**config.mk**
```make
export PLATFORM = sky130hd
export DESIGN_NAME = timer_one_pulse_and_pwm
export DESIGN_NICKNAME = d
export VERILOG_FILES = /design/src/include/timer_pulse_pkg.sv /design/src/logic/timer_one_pulse_and_pwm.sv
export VERILOG_INCLUDE_DIRS = /design/src /design/src/include
export SDC_FILE = /design/constraint.sdc
export NUM_CORES = 1
export LEC_CHECK = 0
export BUFFER_PORTS_ARGS = -buffer_cell sky130_fd_sc_hd__buf_2
export CORE_MARGIN = 3
export CORE_UTILIZATION = 61
export DETAILED_ROUTE_END_ITERATION = 16
export HOLD_SLACK_MARGIN = 0.06
export PLACE_DENSITY = 0.8
export SLEW_MARGIN = 15
export SYNTH_ARGS = -nofsm -noshare
export SYNTH_HDL_FRONTEND = slang
export SYNTH_SLANG_ARGS = --single-unit
```
**constraint.sdc**
```tcl
create_clock -name mclk -period 2.8 [get_ports mclk]
set_clock_uncertainty 0.15 [all_clocks]
set_input_delay 0.28 -clock mclk [delete_from_list [all_inputs] [get_ports mclk]]
set_output_delay 0.28 -clock mclk [all_outputs]
set_load 0.1 [all_outputs]
```
**src/include/timer_pulse_defines.svh**
```systemverilog
// constants of the one-pulse / pwm timer: register offsets, field positions, reset values
// assumes a byte-wide register port with one-cycle strobes from the cpu side
`ifndef TIMER_PULSE_DEFINES_SVH
`define TIMER_PULSE_DEFINES_SVH

`define TP_ADDR_W        4
`define TP_CTRL1         4'h0
`define TP_CTRL2         4'h1
`define TP_STATUS        4'h2
`define TP_CAP1_HIGH     4'h3
`define TP_CAP1_LOW      4'h4
`define TP_CAP2_HIGH     4'h5
`define TP_CAP2_LOW      4'h6
`define TP_CMP1_HIGH     4'h7
`define TP_CMP1_LOW      4'h8
`define TP_CMP2_HIGH     4'h9
`define TP_CMP2_LOW      4'ha
`define TP_CNT_HIGH      4'hb
`define TP_CNT_LOW       4'hc

`define TP_CR1_CAPTURE_INTERRUPT_ENABLE      7
`define TP_CR1_OCIE      6
`define TP_CR1_TOIE      5
`define TP_CR1_LVL2      2
`define TP_CR1_EDGE1     1
`define TP_CR1_LVL1      0
`define TP_CR2_PIN1      7
`define TP_CR2_PIN2      6
`define TP_CR2_OPM       5
`define TP_CR2_PWM       4
`define TP_CR2_CC_HI     3
`define TP_CR2_CC_LO     2
`define TP_CR2_EDGE2     1
`define TP_CR2_EXEDGE    0

`define TP_SR_CAPTURE_FLAG_FIRST       7
`define TP_SR_COMPARE_FLAG_FIRST       6
`define TP_SR_TOF        5
`define TP_SR_CAPTURE_FLAG_SECOND       4
`define TP_SR_COMPARE_FLAG_SECOND       3

`define TP_CNT_RELOAD    16'hfffc
`define TP_CNT_MAX       16'hffff
`define TP_TRIG_CAPTURE  16'hfffd
`define TP_CMP_RESET     16'h8000
`define TP_CTRL_RESET    8'h00

`define TP_TICK_DIV4     2'b00
`define TP_TICK_DIV2     2'b01
`define TP_TICK_DIV8     2'b10
`define TP_TICK_EXT      2'b11

`endif

```
**src/include/timer_pulse_pkg.sv**
```systemverilog
// types of the one-pulse / pwm timer
// assumes nothing beyond the constants header
package timer_pulse_pkg;
  typedef enum logic [1:0]
  {
    MODE_NORMAL    = 2'b00,
    MODE_ONE_PULSE = 2'b01,
    MODE_PWM       = 2'b11
  } timer_mode_t;
endpackage

```
**src/logic/timer_one_pulse_and_pwm.sv**
```systemverilog
// 16-bit timer with capture, compare, one-pulse and pwm modes, halt and wait behaviour
// assumes pins arrive asynchronously; halt, wait and mask come from cpu logic on mclk
`timescale 1ns/10ps
`include "timer_pulse_defines.svh"

module timer_one_pulse_and_pwm
  import timer_pulse_pkg::*;
(
  input  wire logic                  mclk,
  input  wire logic                  reset,
  input  wire logic [`TP_ADDR_W-1:0] reg_addr,
  input  wire logic [7:0]            reg_wdata,
  input  wire logic                  reg_wr,
  input  wire logic                  reg_rd,
  output logic      [7:0]            reg_rdata,
  input  wire logic                  capture_input_first,
  input  wire logic                  capture_input_second,
  input  wire logic                  ext_tick_pin,
  input  wire logic                  halt_mode,
  input  wire logic                  wait_mode,
  input  wire logic                  cpu_int_mask,
  output logic                       compare_output_first,
  output logic                       compare_drive_first_n,
  output logic                       compare_output_second,
  output logic                       compare_drive_second_n,
  output logic                       timer_irq,
  output logic                       wait_wake
);

  logic [7:0]  ctrl1_q;
  logic [7:0]  ctrl2_q;
  logic [15:0] cnt_q;
  logic [15:0] cap1_q;
  logic [15:0] cap2_q;
  logic [15:0] cmp1_q;
  logic [15:0] cmp2_q;
  logic [1:0]  cmp_inh_q;
  logic [1:0]  cap_inh_q;
  logic [1:0]  cap_arm_q;
  logic [7:0]  flags_q;
  logic [7:0]  flags_d;
  logic [7:0]  seen_q;
  logic [7:0]  clr_acc;
  logic [2:0]  pre_q;
  logic [1:0]  s1_q;
  logic [1:0]  s2_q;
  logic [1:0]  sx_q;
  logic        p1_q;
  logic        p2_q;
  logic        px_q;
  logic        halt_prev_q;
  logic        out1_q;
  logic        out2_q;
  logic [7:0]  rdata_q;
  timer_mode_t mode;
  logic [1:0]  tick_sel;
  logic        edge1;
  logic        edge2;
  logic        ext_edge;
  logic        tick_raw;
  logic        tick;
  logic        halt_exit;
  logic        trig;
  logic        cap1_evt;
  logic        cap2_evt;
  logic        match1;
  logic        match2;
  logic        pwm_wrap;
  logic        overflow;
  logic        wr_at;
  logic        rd_at;

  assign tick_sel = ctrl2_q[`TP_CR2_CC_HI:`TP_CR2_CC_LO];

  // pwm wins over one-pulse when both are selected
  always_comb
  begin
    if (ctrl2_q[`TP_CR2_PWM])
      mode = MODE_PWM;
    else if (ctrl2_q[`TP_CR2_OPM])
      mode = MODE_ONE_PULSE;
    else
      mode = MODE_NORMAL;
  end

  // pin synchronisers: stage 0 feeds only stage 1, the third flop is for edge detection
  // left running through reset so they hold the idle pin level and no false edge follows release
  always_ff @(posedge mclk)
  begin
    s1_q <= {s1_q[0], capture_input_first};
    s2_q <= {s2_q[0], capture_input_second};
    sx_q <= {sx_q[0], ext_tick_pin};
    p1_q <= s1_q[1];
    p2_q <= s2_q[1];
    px_q <= sx_q[1];
  end

  assign edge1 = ctrl1_q[`TP_CR1_EDGE1] ? (s1_q[1] & ~p1_q) : (~s1_q[1] & p1_q);
  assign edge2 = ctrl2_q[`TP_CR2_EDGE2] ? (s2_q[1] & ~p2_q) : (~s2_q[1] & p2_q);
  assign ext_edge = ctrl2_q[`TP_CR2_EXEDGE] ? (sx_q[1] & ~px_q) : (~sx_q[1] & px_q);

  // free prescaler; the tick falls where the low bits are all ones, so spacing is exact
  always_ff @(posedge mclk)
  begin
    if (reset)
      pre_q <= 3'h0;
    else if (!halt_mode)
      pre_q <= pre_q + 3'h1;
  end

  always_comb
  begin
    unique case (tick_sel)
      `TP_TICK_DIV4: tick_raw = &pre_q[1:0];
      `TP_TICK_DIV2: tick_raw = pre_q[0];
      `TP_TICK_DIV8: tick_raw = &pre_q;
      `TP_TICK_EXT:  tick_raw = ext_edge;
    endcase
  end

  // wait changes nothing, halt stops the tick
  assign tick      = tick_raw & ~halt_mode;
  assign halt_exit = halt_prev_q & ~halt_mode;

  assign trig     = (mode == MODE_ONE_PULSE) & edge1 & ~halt_mode;
  assign cap1_evt = (mode == MODE_NORMAL) & edge1 & ~halt_mode & ~cap_inh_q[0];
  assign cap2_evt = edge2 & ~halt_mode & ~cap_inh_q[1];
  assign match1   = tick & (cnt_q == cmp1_q) & ~cmp_inh_q[0];
  assign match2   = tick & (cnt_q == cmp2_q) & ~cmp_inh_q[1];
  assign pwm_wrap = (mode == MODE_PWM) & match2;
  assign overflow = tick & (cnt_q == `TP_CNT_MAX) & ~pwm_wrap;

  assign wr_at = reg_wr;
  assign rd_at = reg_rd;

  always_ff @(posedge mclk)
  begin
    if (reset)
      halt_prev_q <= 1'b0;
    else
      halt_prev_q <= halt_mode;
  end

  // reloading at the second match gives a period of value plus five ticks
  always_ff @(posedge mclk)
  begin
    if (reset)
      cnt_q <= `TP_CNT_RELOAD;
    else if (trig || pwm_wrap)
      cnt_q <= `TP_CNT_RELOAD;
    else if (tick)
      cnt_q <= cnt_q + 16'h0001;
  end

  // second-input edges, and first-input edges in normal mode, during halt are remembered and turned into captures at wake
  always_ff @(posedge mclk)
  begin
    if (reset)
      cap_arm_q <= 2'h0;
    else if (halt_mode)
    begin
      if (edge1 && mode == MODE_NORMAL)
        cap_arm_q[0] <= 1'b1;
      if (edge2)
        cap_arm_q[1] <= 1'b1;
    end
    else if (halt_exit)
      cap_arm_q <= 2'h0;
  end

  always_ff @(posedge mclk)
  begin
    if (reset)
    begin
      cap1_q <= 16'h0000;
      cap2_q <= 16'h0000;
    end
    else
    begin
      if (trig)
        cap1_q <= `TP_TRIG_CAPTURE;
      else if (cap1_evt || (halt_exit && cap_arm_q[0]))
        cap1_q <= cnt_q;
      if (cap2_evt || (halt_exit && cap_arm_q[1]))
        cap2_q <= cnt_q;
    end
  end

  // reading a capture high byte blocks edge captures into it until its low byte is read; a trigger (first capture only) or a halt wake capture still loads it
  always_ff @(posedge mclk)
  begin
    if (reset)
      cap_inh_q <= 2'h0;
    else if (rd_at)
    begin
      if (reg_addr == `TP_CAP1_HIGH)
        cap_inh_q[0] <= 1'b1;
      else if (reg_addr == `TP_CAP1_LOW)
        cap_inh_q[0] <= 1'b0;
      else if (reg_addr == `TP_CAP2_HIGH)
        cap_inh_q[1] <= 1'b1;
      else if (reg_addr == `TP_CAP2_LOW)
        cap_inh_q[1] <= 1'b0;
    end
  end

  always_ff @(posedge mclk)
  begin
    if (reset)
    begin
      ctrl1_q <= `TP_CTRL_RESET;
      ctrl2_q <= `TP_CTRL_RESET;
    end
    else if (wr_at && reg_addr == `TP_CTRL1)
      ctrl1_q <= reg_wdata;
    else if (wr_at && reg_addr == `TP_CTRL2)
      ctrl2_q <= reg_wdata;
  end

  // the compare pair is split so a half-written value never matches
  always_ff @(posedge mclk)
  begin
    if (reset)
    begin
      cmp1_q    <= `TP_CMP_RESET;
      cmp2_q    <= `TP_CMP_RESET;
      cmp_inh_q <= 2'h0;
    end
    else if (wr_at)
    begin
      unique case (reg_addr)
        `TP_CMP1_HIGH:
        begin
          cmp1_q[15:8] <= reg_wdata;
          cmp_inh_q[0] <= 1'b1;
        end
        `TP_CMP1_LOW:
        begin
          cmp1_q[7:0]  <= reg_wdata;
          cmp_inh_q[0] <= 1'b0;
        end
        `TP_CMP2_HIGH:
        begin
          cmp2_q[15:8] <= reg_wdata;
          cmp_inh_q[1] <= 1'b1;
        end
        `TP_CMP2_LOW:
        begin
          cmp2_q[7:0]  <= reg_wdata;
          cmp_inh_q[1] <= 1'b0;
        end
        default:
        begin
          cmp_inh_q <= cmp_inh_q;
        end
      endcase
    end
  end

  // low-byte accesses that complete a flag clear
  always_comb
  begin
    clr_acc = 8'h00;
    clr_acc[`TP_SR_CAPTURE_FLAG_FIRST] = (rd_at || wr_at) && reg_addr == `TP_CAP1_LOW;
    clr_acc[`TP_SR_CAPTURE_FLAG_SECOND] = (rd_at || wr_at) && reg_addr == `TP_CAP2_LOW;
    clr_acc[`TP_SR_COMPARE_FLAG_FIRST] = (rd_at || wr_at) && reg_addr == `TP_CMP1_LOW;
    clr_acc[`TP_SR_COMPARE_FLAG_SECOND] = (rd_at || wr_at) && reg_addr == `TP_CMP2_LOW;
    clr_acc[`TP_SR_TOF]  = (rd_at || wr_at) && reg_addr == `TP_CNT_LOW;
  end

  // a new event in the clearing cycle keeps the flag set
  always_comb
  begin
    flags_d = flags_q & ~(seen_q & clr_acc);
    if (trig || cap1_evt || pwm_wrap || (halt_exit && cap_arm_q[0]))
      flags_d[`TP_SR_CAPTURE_FLAG_FIRST] = 1'b1;
    if (cap2_evt || (halt_exit && cap_arm_q[1]))
      flags_d[`TP_SR_CAPTURE_FLAG_SECOND] = 1'b1;
    if (mode == MODE_NORMAL && match1)
      flags_d[`TP_SR_COMPARE_FLAG_FIRST] = 1'b1;
    if (mode != MODE_PWM && match2)
      flags_d[`TP_SR_COMPARE_FLAG_SECOND] = 1'b1;
    if (overflow)
      flags_d[`TP_SR_TOF] = 1'b1;
    flags_d[2:0] = 3'h0;
  end

  always_ff @(posedge mclk)
  begin
    if (reset)
      flags_q <= 8'h00;
    else
      flags_q <= flags_d;
  end

  always_ff @(posedge mclk)
  begin
    if (reset)
      seen_q <= 8'h00;
    else if (rd_at && reg_addr == `TP_STATUS)
      seen_q <= flags_q;
    else
      seen_q <= seen_q & ~clr_acc;
  end

  // the first output keeps its level between events, so a finished pulse holds the LVL1 level
  always_ff @(posedge mclk)
  begin
    if (reset)
      out1_q <= 1'b0;
    else if (trig || pwm_wrap)
      out1_q <= ctrl1_q[`TP_CR1_LVL2];
    else if (match1)
      out1_q <= ctrl1_q[`TP_CR1_LVL1];
  end

  always_ff @(posedge mclk)
  begin
    if (reset)
      out2_q <= 1'b0;
    else if (mode == MODE_NORMAL && match2)
      out2_q <= ctrl1_q[`TP_CR1_LVL2];
  end

  assign compare_output_first   = out1_q;
  assign compare_output_second  = out2_q;
  assign compare_drive_first_n  = ~ctrl2_q[`TP_CR2_PIN1];
  assign compare_drive_second_n = ~ctrl2_q[`TP_CR2_PIN2];

  assign timer_irq = ~cpu_int_mask &
                     ((ctrl1_q[`TP_CR1_CAPTURE_INTERRUPT_ENABLE] & (flags_q[`TP_SR_CAPTURE_FLAG_FIRST] | flags_q[`TP_SR_CAPTURE_FLAG_SECOND])) |
                      (ctrl1_q[`TP_CR1_OCIE] & (flags_q[`TP_SR_COMPARE_FLAG_FIRST] | flags_q[`TP_SR_COMPARE_FLAG_SECOND])) |
                      (ctrl1_q[`TP_CR1_TOIE] & flags_q[`TP_SR_TOF]));
  assign wait_wake = timer_irq & wait_mode;

  always_ff @(posedge mclk)
  begin
    if (reset)
      rdata_q <= 8'h00;
    else if (rd_at)
    begin
      unique case (reg_addr)
        `TP_CTRL1:     rdata_q <= ctrl1_q;
        `TP_CTRL2:     rdata_q <= ctrl2_q;
        `TP_STATUS:    rdata_q <= flags_q;
        `TP_CAP1_HIGH: rdata_q <= cap1_q[15:8];
        `TP_CAP1_LOW:  rdata_q <= cap1_q[7:0];
        `TP_CAP2_HIGH: rdata_q <= cap2_q[15:8];
        `TP_CAP2_LOW:  rdata_q <= cap2_q[7:0];
        `TP_CMP1_HIGH: rdata_q <= cmp1_q[15:8];
        `TP_CMP1_LOW:  rdata_q <= cmp1_q[7:0];
        `TP_CMP2_HIGH: rdata_q <= cmp2_q[15:8];
        `TP_CMP2_LOW:  rdata_q <= cmp2_q[7:0];
        `TP_CNT_HIGH:  rdata_q <= cnt_q[15:8];
        `TP_CNT_LOW:   rdata_q <= cnt_q[7:0];
        default:       rdata_q <= 8'h00;
      endcase
    end
    else
      rdata_q <= 8'h00;
  end

  assign reg_rdata = rdata_q;
endmodule

```
Word-level counts from Yosys, hierarchy flattened
Cells that the tools add are included.
W data, S select, Z words.
- logic and storage cells: 184
- output and inout port bits: 14
- bits in registers: 141
- input bits: 22
- $add $sub $neg: 2
- reductions and logical operators: 47
- bitwise operators: 55
- eq/ne operators: 23
- muxes and demuxes: 27
- operators by type and width (kind ; count):
    $pmux W8 S13 ; 1
    $eq A16 B16 Y1 ; 2
    $mux W16 ; 2
    $and A1 B1 Y1 ; 27
    $and A8 B8 Y8 ; 3
    $reduce_and A2 Y1 ; 11
    $eq A4 B4 Y1 const B ; 5
    $not A1 Y1 ; 19
    $mux W1 ; 17
    $add A16 B1 Y16 const B ; 1
    $eq A16 B16 Y1 const B ; 1
    $eq A4 B3 Y1 const B ; 4
    $not A8 Y8 ; 2
    $logic_and A1 B1 Y1 ; 14
    $reduce_bool A2 Y1 ; 7
    $eq A4 B2 Y1 const B ; 2
    $mux W8 ; 1
    $logic_or A1 B1 Y1 ; 7
    $eq A2 B2 Y1 const B ; 3
    $mux W2 ; 3
    $reduce_or A2 Y1 ; 3
    $eq A2 B1 Y1 const B ; 2
    $eq A4 B1 Y1 const B ; 1
    $logic_not A2 Y1 ; 2
    other kinds (9) ; 14

Depth between registers and ports, before layout
- depth in word-level cells: 11
- gate-level depth with buffers: 9
- mapped depth without buffers: 8

Worst setup path before layout
No wires, ideal clock.
- path kind: register to output
- start: reg flags_q[5]
- end: out wait_wake
- data required time: 2370 ps
- stages on the path, launching flop included: 4
- arrival time: 3026 ps
- path buffers: 0
- setup slack: -656 ps
- cells stage by stage: dfxtp_1 -> nand2_1 -> a31oi_1 -> and2_1
- longest elaborated chain between the ends: 4
- ends and longest elaborated chain (what ; RTL line ; RTL):
    start: declaration ; timer_one_pulse_and_pwm.sv:40 ; logic [7:0] flags_q;
    start signal: assignment ; timer_one_pulse_and_pwm.sv:293 ; flags_q <= flags_d;
    $and A1 B1 Y1 ; timer_one_pulse_and_pwm.sv:333 ; (ctrl1_q[`TP_CR1_TOIE] & flags_q[`TP_SR_TOF]));
    $or A1 B1 Y1 ; timer_one_pulse_and_pwm.sv:331 ; ((ctrl1_q[`TP_CR1_CAPTURE_INTERRUPT_ENABLE] & (flags_q[`TP_SR_CAPTURE_FLAG_FIRST] | flags_q[`TP_SR_CAPTURE_FLA ...
    $and A1 B1 Y1 ; timer_one_pulse_and_pwm.sv:330 ; assign timer_irq = ~cpu_int_mask &
    named net timer_irq ; timer_one_pulse_and_pwm.sv:26 ; output logic timer_irq,
    $and A1 B1 Y1 ; timer_one_pulse_and_pwm.sv:334 ; assign wait_wake = timer_irq & wait_mode;
    end: declaration ; timer_one_pulse_and_pwm.sv:27 ; output logic wait_wake
The timed path passes the listed nets, and every way through them passes these cells.

Worst setup path after layout
- start: reg cnt_q[2]
- end: reg cnt_q[0]
- longest elaborated chain between the ends: 6
- ends and longest elaborated chain (what ; RTL line ; RTL):
    start: declaration ; timer_one_pulse_and_pwm.sv:32 ; logic [15:0] cnt_q;
    start signal: assignment ; timer_one_pulse_and_pwm.sv:148 ; cnt_q <= `TP_CNT_RELOAD;
    start signal: assignment ; timer_one_pulse_and_pwm.sv:150 ; cnt_q <= `TP_CNT_RELOAD;
    start signal: assignment ; timer_one_pulse_and_pwm.sv:152 ; cnt_q <= cnt_q + 16'h0001;
    $eq A16 B16 Y1 ; timer_one_pulse_and_pwm.sv:129 ; assign match2 = tick & (cnt_q == cmp2_q) & ~cmp_inh_q[1];
    $and A1 B1 Y1 (2 in series) ; timer_one_pulse_and_pwm.sv:129 ;
    $and A1 B1 Y1 ; timer_one_pulse_and_pwm.sv:130 ; assign pwm_wrap = (mode == MODE_PWM) & match2;
    $logic_or A1 B1 Y1 ; timer_one_pulse_and_pwm.sv:149 ; else if (trig || pwm_wrap)
    $reduce_or A2 Y1 (no line) ; -- ;
Every way passes these cells.
A chain may end at the register's enable or synchronous reset.

==> impl_results.md <==
* Finished Layout Cells at 923
* Pleak at 2.940 nW
* GRT Resource Usage Total at 0.3592
* DRT Pass-1 Iters at 5
* Starting DRT DRC Count at 693
* Post-synthesis cell count at 732
* CTS buffer count at 17
* Final HPWL DP at 14540 um
* Switching pwr at around 1.1 mW
* Placed Instances at approximately 900
* Placed cell area at just under 7000 um2
* Yosys top cell by area: dfxtp_1
* Critical path class: reg2reg
* First-pass GRT wire length at between 30000 and 40000 um
* Synthesized net count at 757
* Wirelength per Cell at ~22 um
* PD cells at 614.4 nW/um2
* Status: finished, final reports clean
* Final Max Tran Viols at 0
* Internal power at 3.539 mW
* Sw Share at 0.2363
* Clock share of power at 0.480
* I/O pin cnt at 36
* Register share of total power at 0.436
* Synth warnings at 0
* Logic pwr share at 0.084
* Setup bufs post-CTS at 0
* Worst setup SP type: register
* Synthesized area at ~6500 um2
* Initial Util at 0.6287
* Critical path arrival at 2.69 ns
* Gpl congestion at 1.053
* Tot Pwr at 4.635 mW
* Area grow syn2layout at 16.23%
* Hold Path Class: reg2reg
* H-tree levels at 4
* Avg Inst Size Synth at 8.866 um2
* Cell variety after synth at 61
* Top_reg_cell synth: dfxtp_1
* CTS sink cnt at 135
* Sum Neg Setup Slack at 0 ns
* DR vias/cell at 6.346
* CORE AREA at 10320 um2
* Peak Freq at roughly 420 MHz
* CTS clock-pin slew for the worst setup and hold paths at approximately 0.06 ns
* Core Rows at 37
* Measured slew at the worst slew-check pin at 0.7205 ns
* # diodes at 0
* Die height at 109.1 um
* Initial antenna violation count at 0
* Vias in the first global route at 5646
* CP endpoint kind: register
* Post-route ant nets at 0
* Clock Path Buffers at 2
* Area fraction of the dominant cell type after synthesis at 0.4164
* Largest net degree at the start of global routing at 55
* Die X at 109.1 um
* Ys async rst share at 0
* Maximum VDD drop at 0.5498 mV
* Final-report setup violation count at 0
* Fillers at 762
* Unrepaired setup endpoints after global routing: no
* Final period util at 0.8589
* Final wirelength at 20380 um
* Fraction of layout cells with a size suffix above 1 at 0.1601
* Quantity of I/O buffers inserted on ports at 35
* Crit-path max FO at 16
* Overflow after GRT at 0
* Die ar. at 11910 um2
* CTS tree: built
* Design area at around 7500 um2
* Leading post-synthesis cells by cell area: dfxtp_1, mux2i_1, nor2_1
* Final Hold Viols at 0
* Rel. slew slack at 0.5164
* Worst-skew pair later-pin latency at approximately 0.55 ns
* Seq/Total Area, Yosys at 0.4164
* Post-CTS sizing at 0
* # DRC at 0
* Clk root buf: clkbuf_8
* Post-synth EDFFs at 0
* FF+latch count, synth at 135
* Post-route minimum period at 2.405 ns
* Final #Nets at 799
* Vias at 5857
* Req. time, crit path at just over 3 ns
* Max-capacitance violation count at 0
[kinds of logic (layout without fill, tap and decap cells)]
logic type,count (synthesis),after routing,share of synthesized area
simple gates,257,257,0.1918
compound gates,139,139,0.1444
flops,135,135,0.4164
mux,83,83,0.1294
buf+inv,68,123,0.04878
xor+xnor,47,47,0.06343
fa+ha+maj,3,3,0.005784
[cells in the mapped netlist (all sizes together) (10+ instances only)]
master,number
a21oi,61
a22oi,14
a31oi,12
buf,20
clkbuf,39
dfxtp,135
mux2i,76
nand2,69
nand3,18
nand4,13
nor2,90
nor2b,16
nor3,12
o21ai,10
xnor2,24
xor2,23
[flip-flops by register name, indices dropped and copies added (netlist names), 5 cells and up]
register / count
cnt_q: 16
ctrl1_q: 8
flags_q: 5
reg_rdata: 8
cmp1_q: 16
cap2_q: 16
cmp2_q: 16
seen_q: 5
ctrl2_q: 8
cap1_q: 16
[worst max-delay path: stages, from the launching register on]
cell and delay [ns]:
dfxtp_1 0.54, xor2_1 0.16, nor4_2 0.29, nand4_1 0.24, o41a_4 0.50, and2b_4 0.26, and2_1 0.16
[metal layers]
metal | track usage | vias up | part of all wire
met2 | 0.5241 | 344 | 0.44
met4 | 0.2038 | 0 | 0.049
met3 | 0.1131 | 76 | 0.099
met5 | 0 | - | 0
li1 | - | 2664 | -
met1 | 0.4679 | 2773 | 0.41
[placed cells by master (no fill, tap or decap), types with 3 or more instances in the layout]
master and instances:
a211oi_1 3, a21oi_1 58, a221oi_1 3, a222oi_1 3, a22o_1 9, a22oi_1 14
a31oi_1 11, a32oi_1 6, and2_1 6, and3_1 8, buf_2 34, buf_4 32
bufinv_16 3, clkbuf_1 3, clkbuf_16 16, clkbuf_8 4, clkinv_2 5, dfxtp_1 135
dlygate4sd3_1 16, ha_1 3, inv_1 9, mux2_2 7, mux2i_1 76, nand2_1 59
nand2_2 10, nand2b_1 8, nand3_1 18, nand3b_1 3, nand4_1 13, nor2_1 90
nor2b_1 16, nor3_1 11, o21ai_0 9, o32ai_1 4, xnor2_1 24, xor2_1 23
[through the flow]
stage | hold slack, ns | setup slack, ns | util
final | 0.1754 | 0.3952 | 0.7307
after global routing | 0.1847 | 0.2528 | 0.7307
after CTS | 0.1649 | 0.4316 | 0.7307
after detailed placement | 0.1646 | 0.4390 | 0.6581
after global placement | 0.1612 | 0.4674 | 0.6581
after floorplan | 0.1577 | 0.02490 | -
[final cells by class]
type / instances / area, um2 / share of cell area
well taps: 136 / 170.2 / 0.02256
flip-flops and latches: 135 / 2703 / 0.3583
repair buffers: 82 / 570.5 / 0.07563
clock buffers: 23 / 466.7 / 0.06187
clock inverters: 9 / 122.6 / 0.01625
multi-input cells: 529 / 3477 / 0.4609
inverters: 9 / 33.78 / 0.004478
[path summary, 6_finish.rpt]
kind,start,end,slack (ns),cells after the start
max,cnt_q[2],cnt_q[0],0.40,6
min,s2_q[0],s2_q[1],0.18,0
min reg2reg,s2_q[0],s2_q[1],0.18,0
max reg2reg,cnt_q[2],cnt_q[0],0.40,6
[power groups by stage]
stage	registers (mW)	clock network, mW	logic, mW
floorplan	2.07	0	0.237
global placement	2.06	0	0.352
global route	2.02	2.33	0.413
CTS	2.02	2.24	0.378
detailed placement	2.06	0	0.358
finish	2.02	2.23	0.388
[repair_timing]
item	CTS	global route
endpoints found under the setup margin	0	0
hold endpoints to repair	72	0
hold buffers	16	0
No activity file was read; power rests on OpenSTA's default activity.
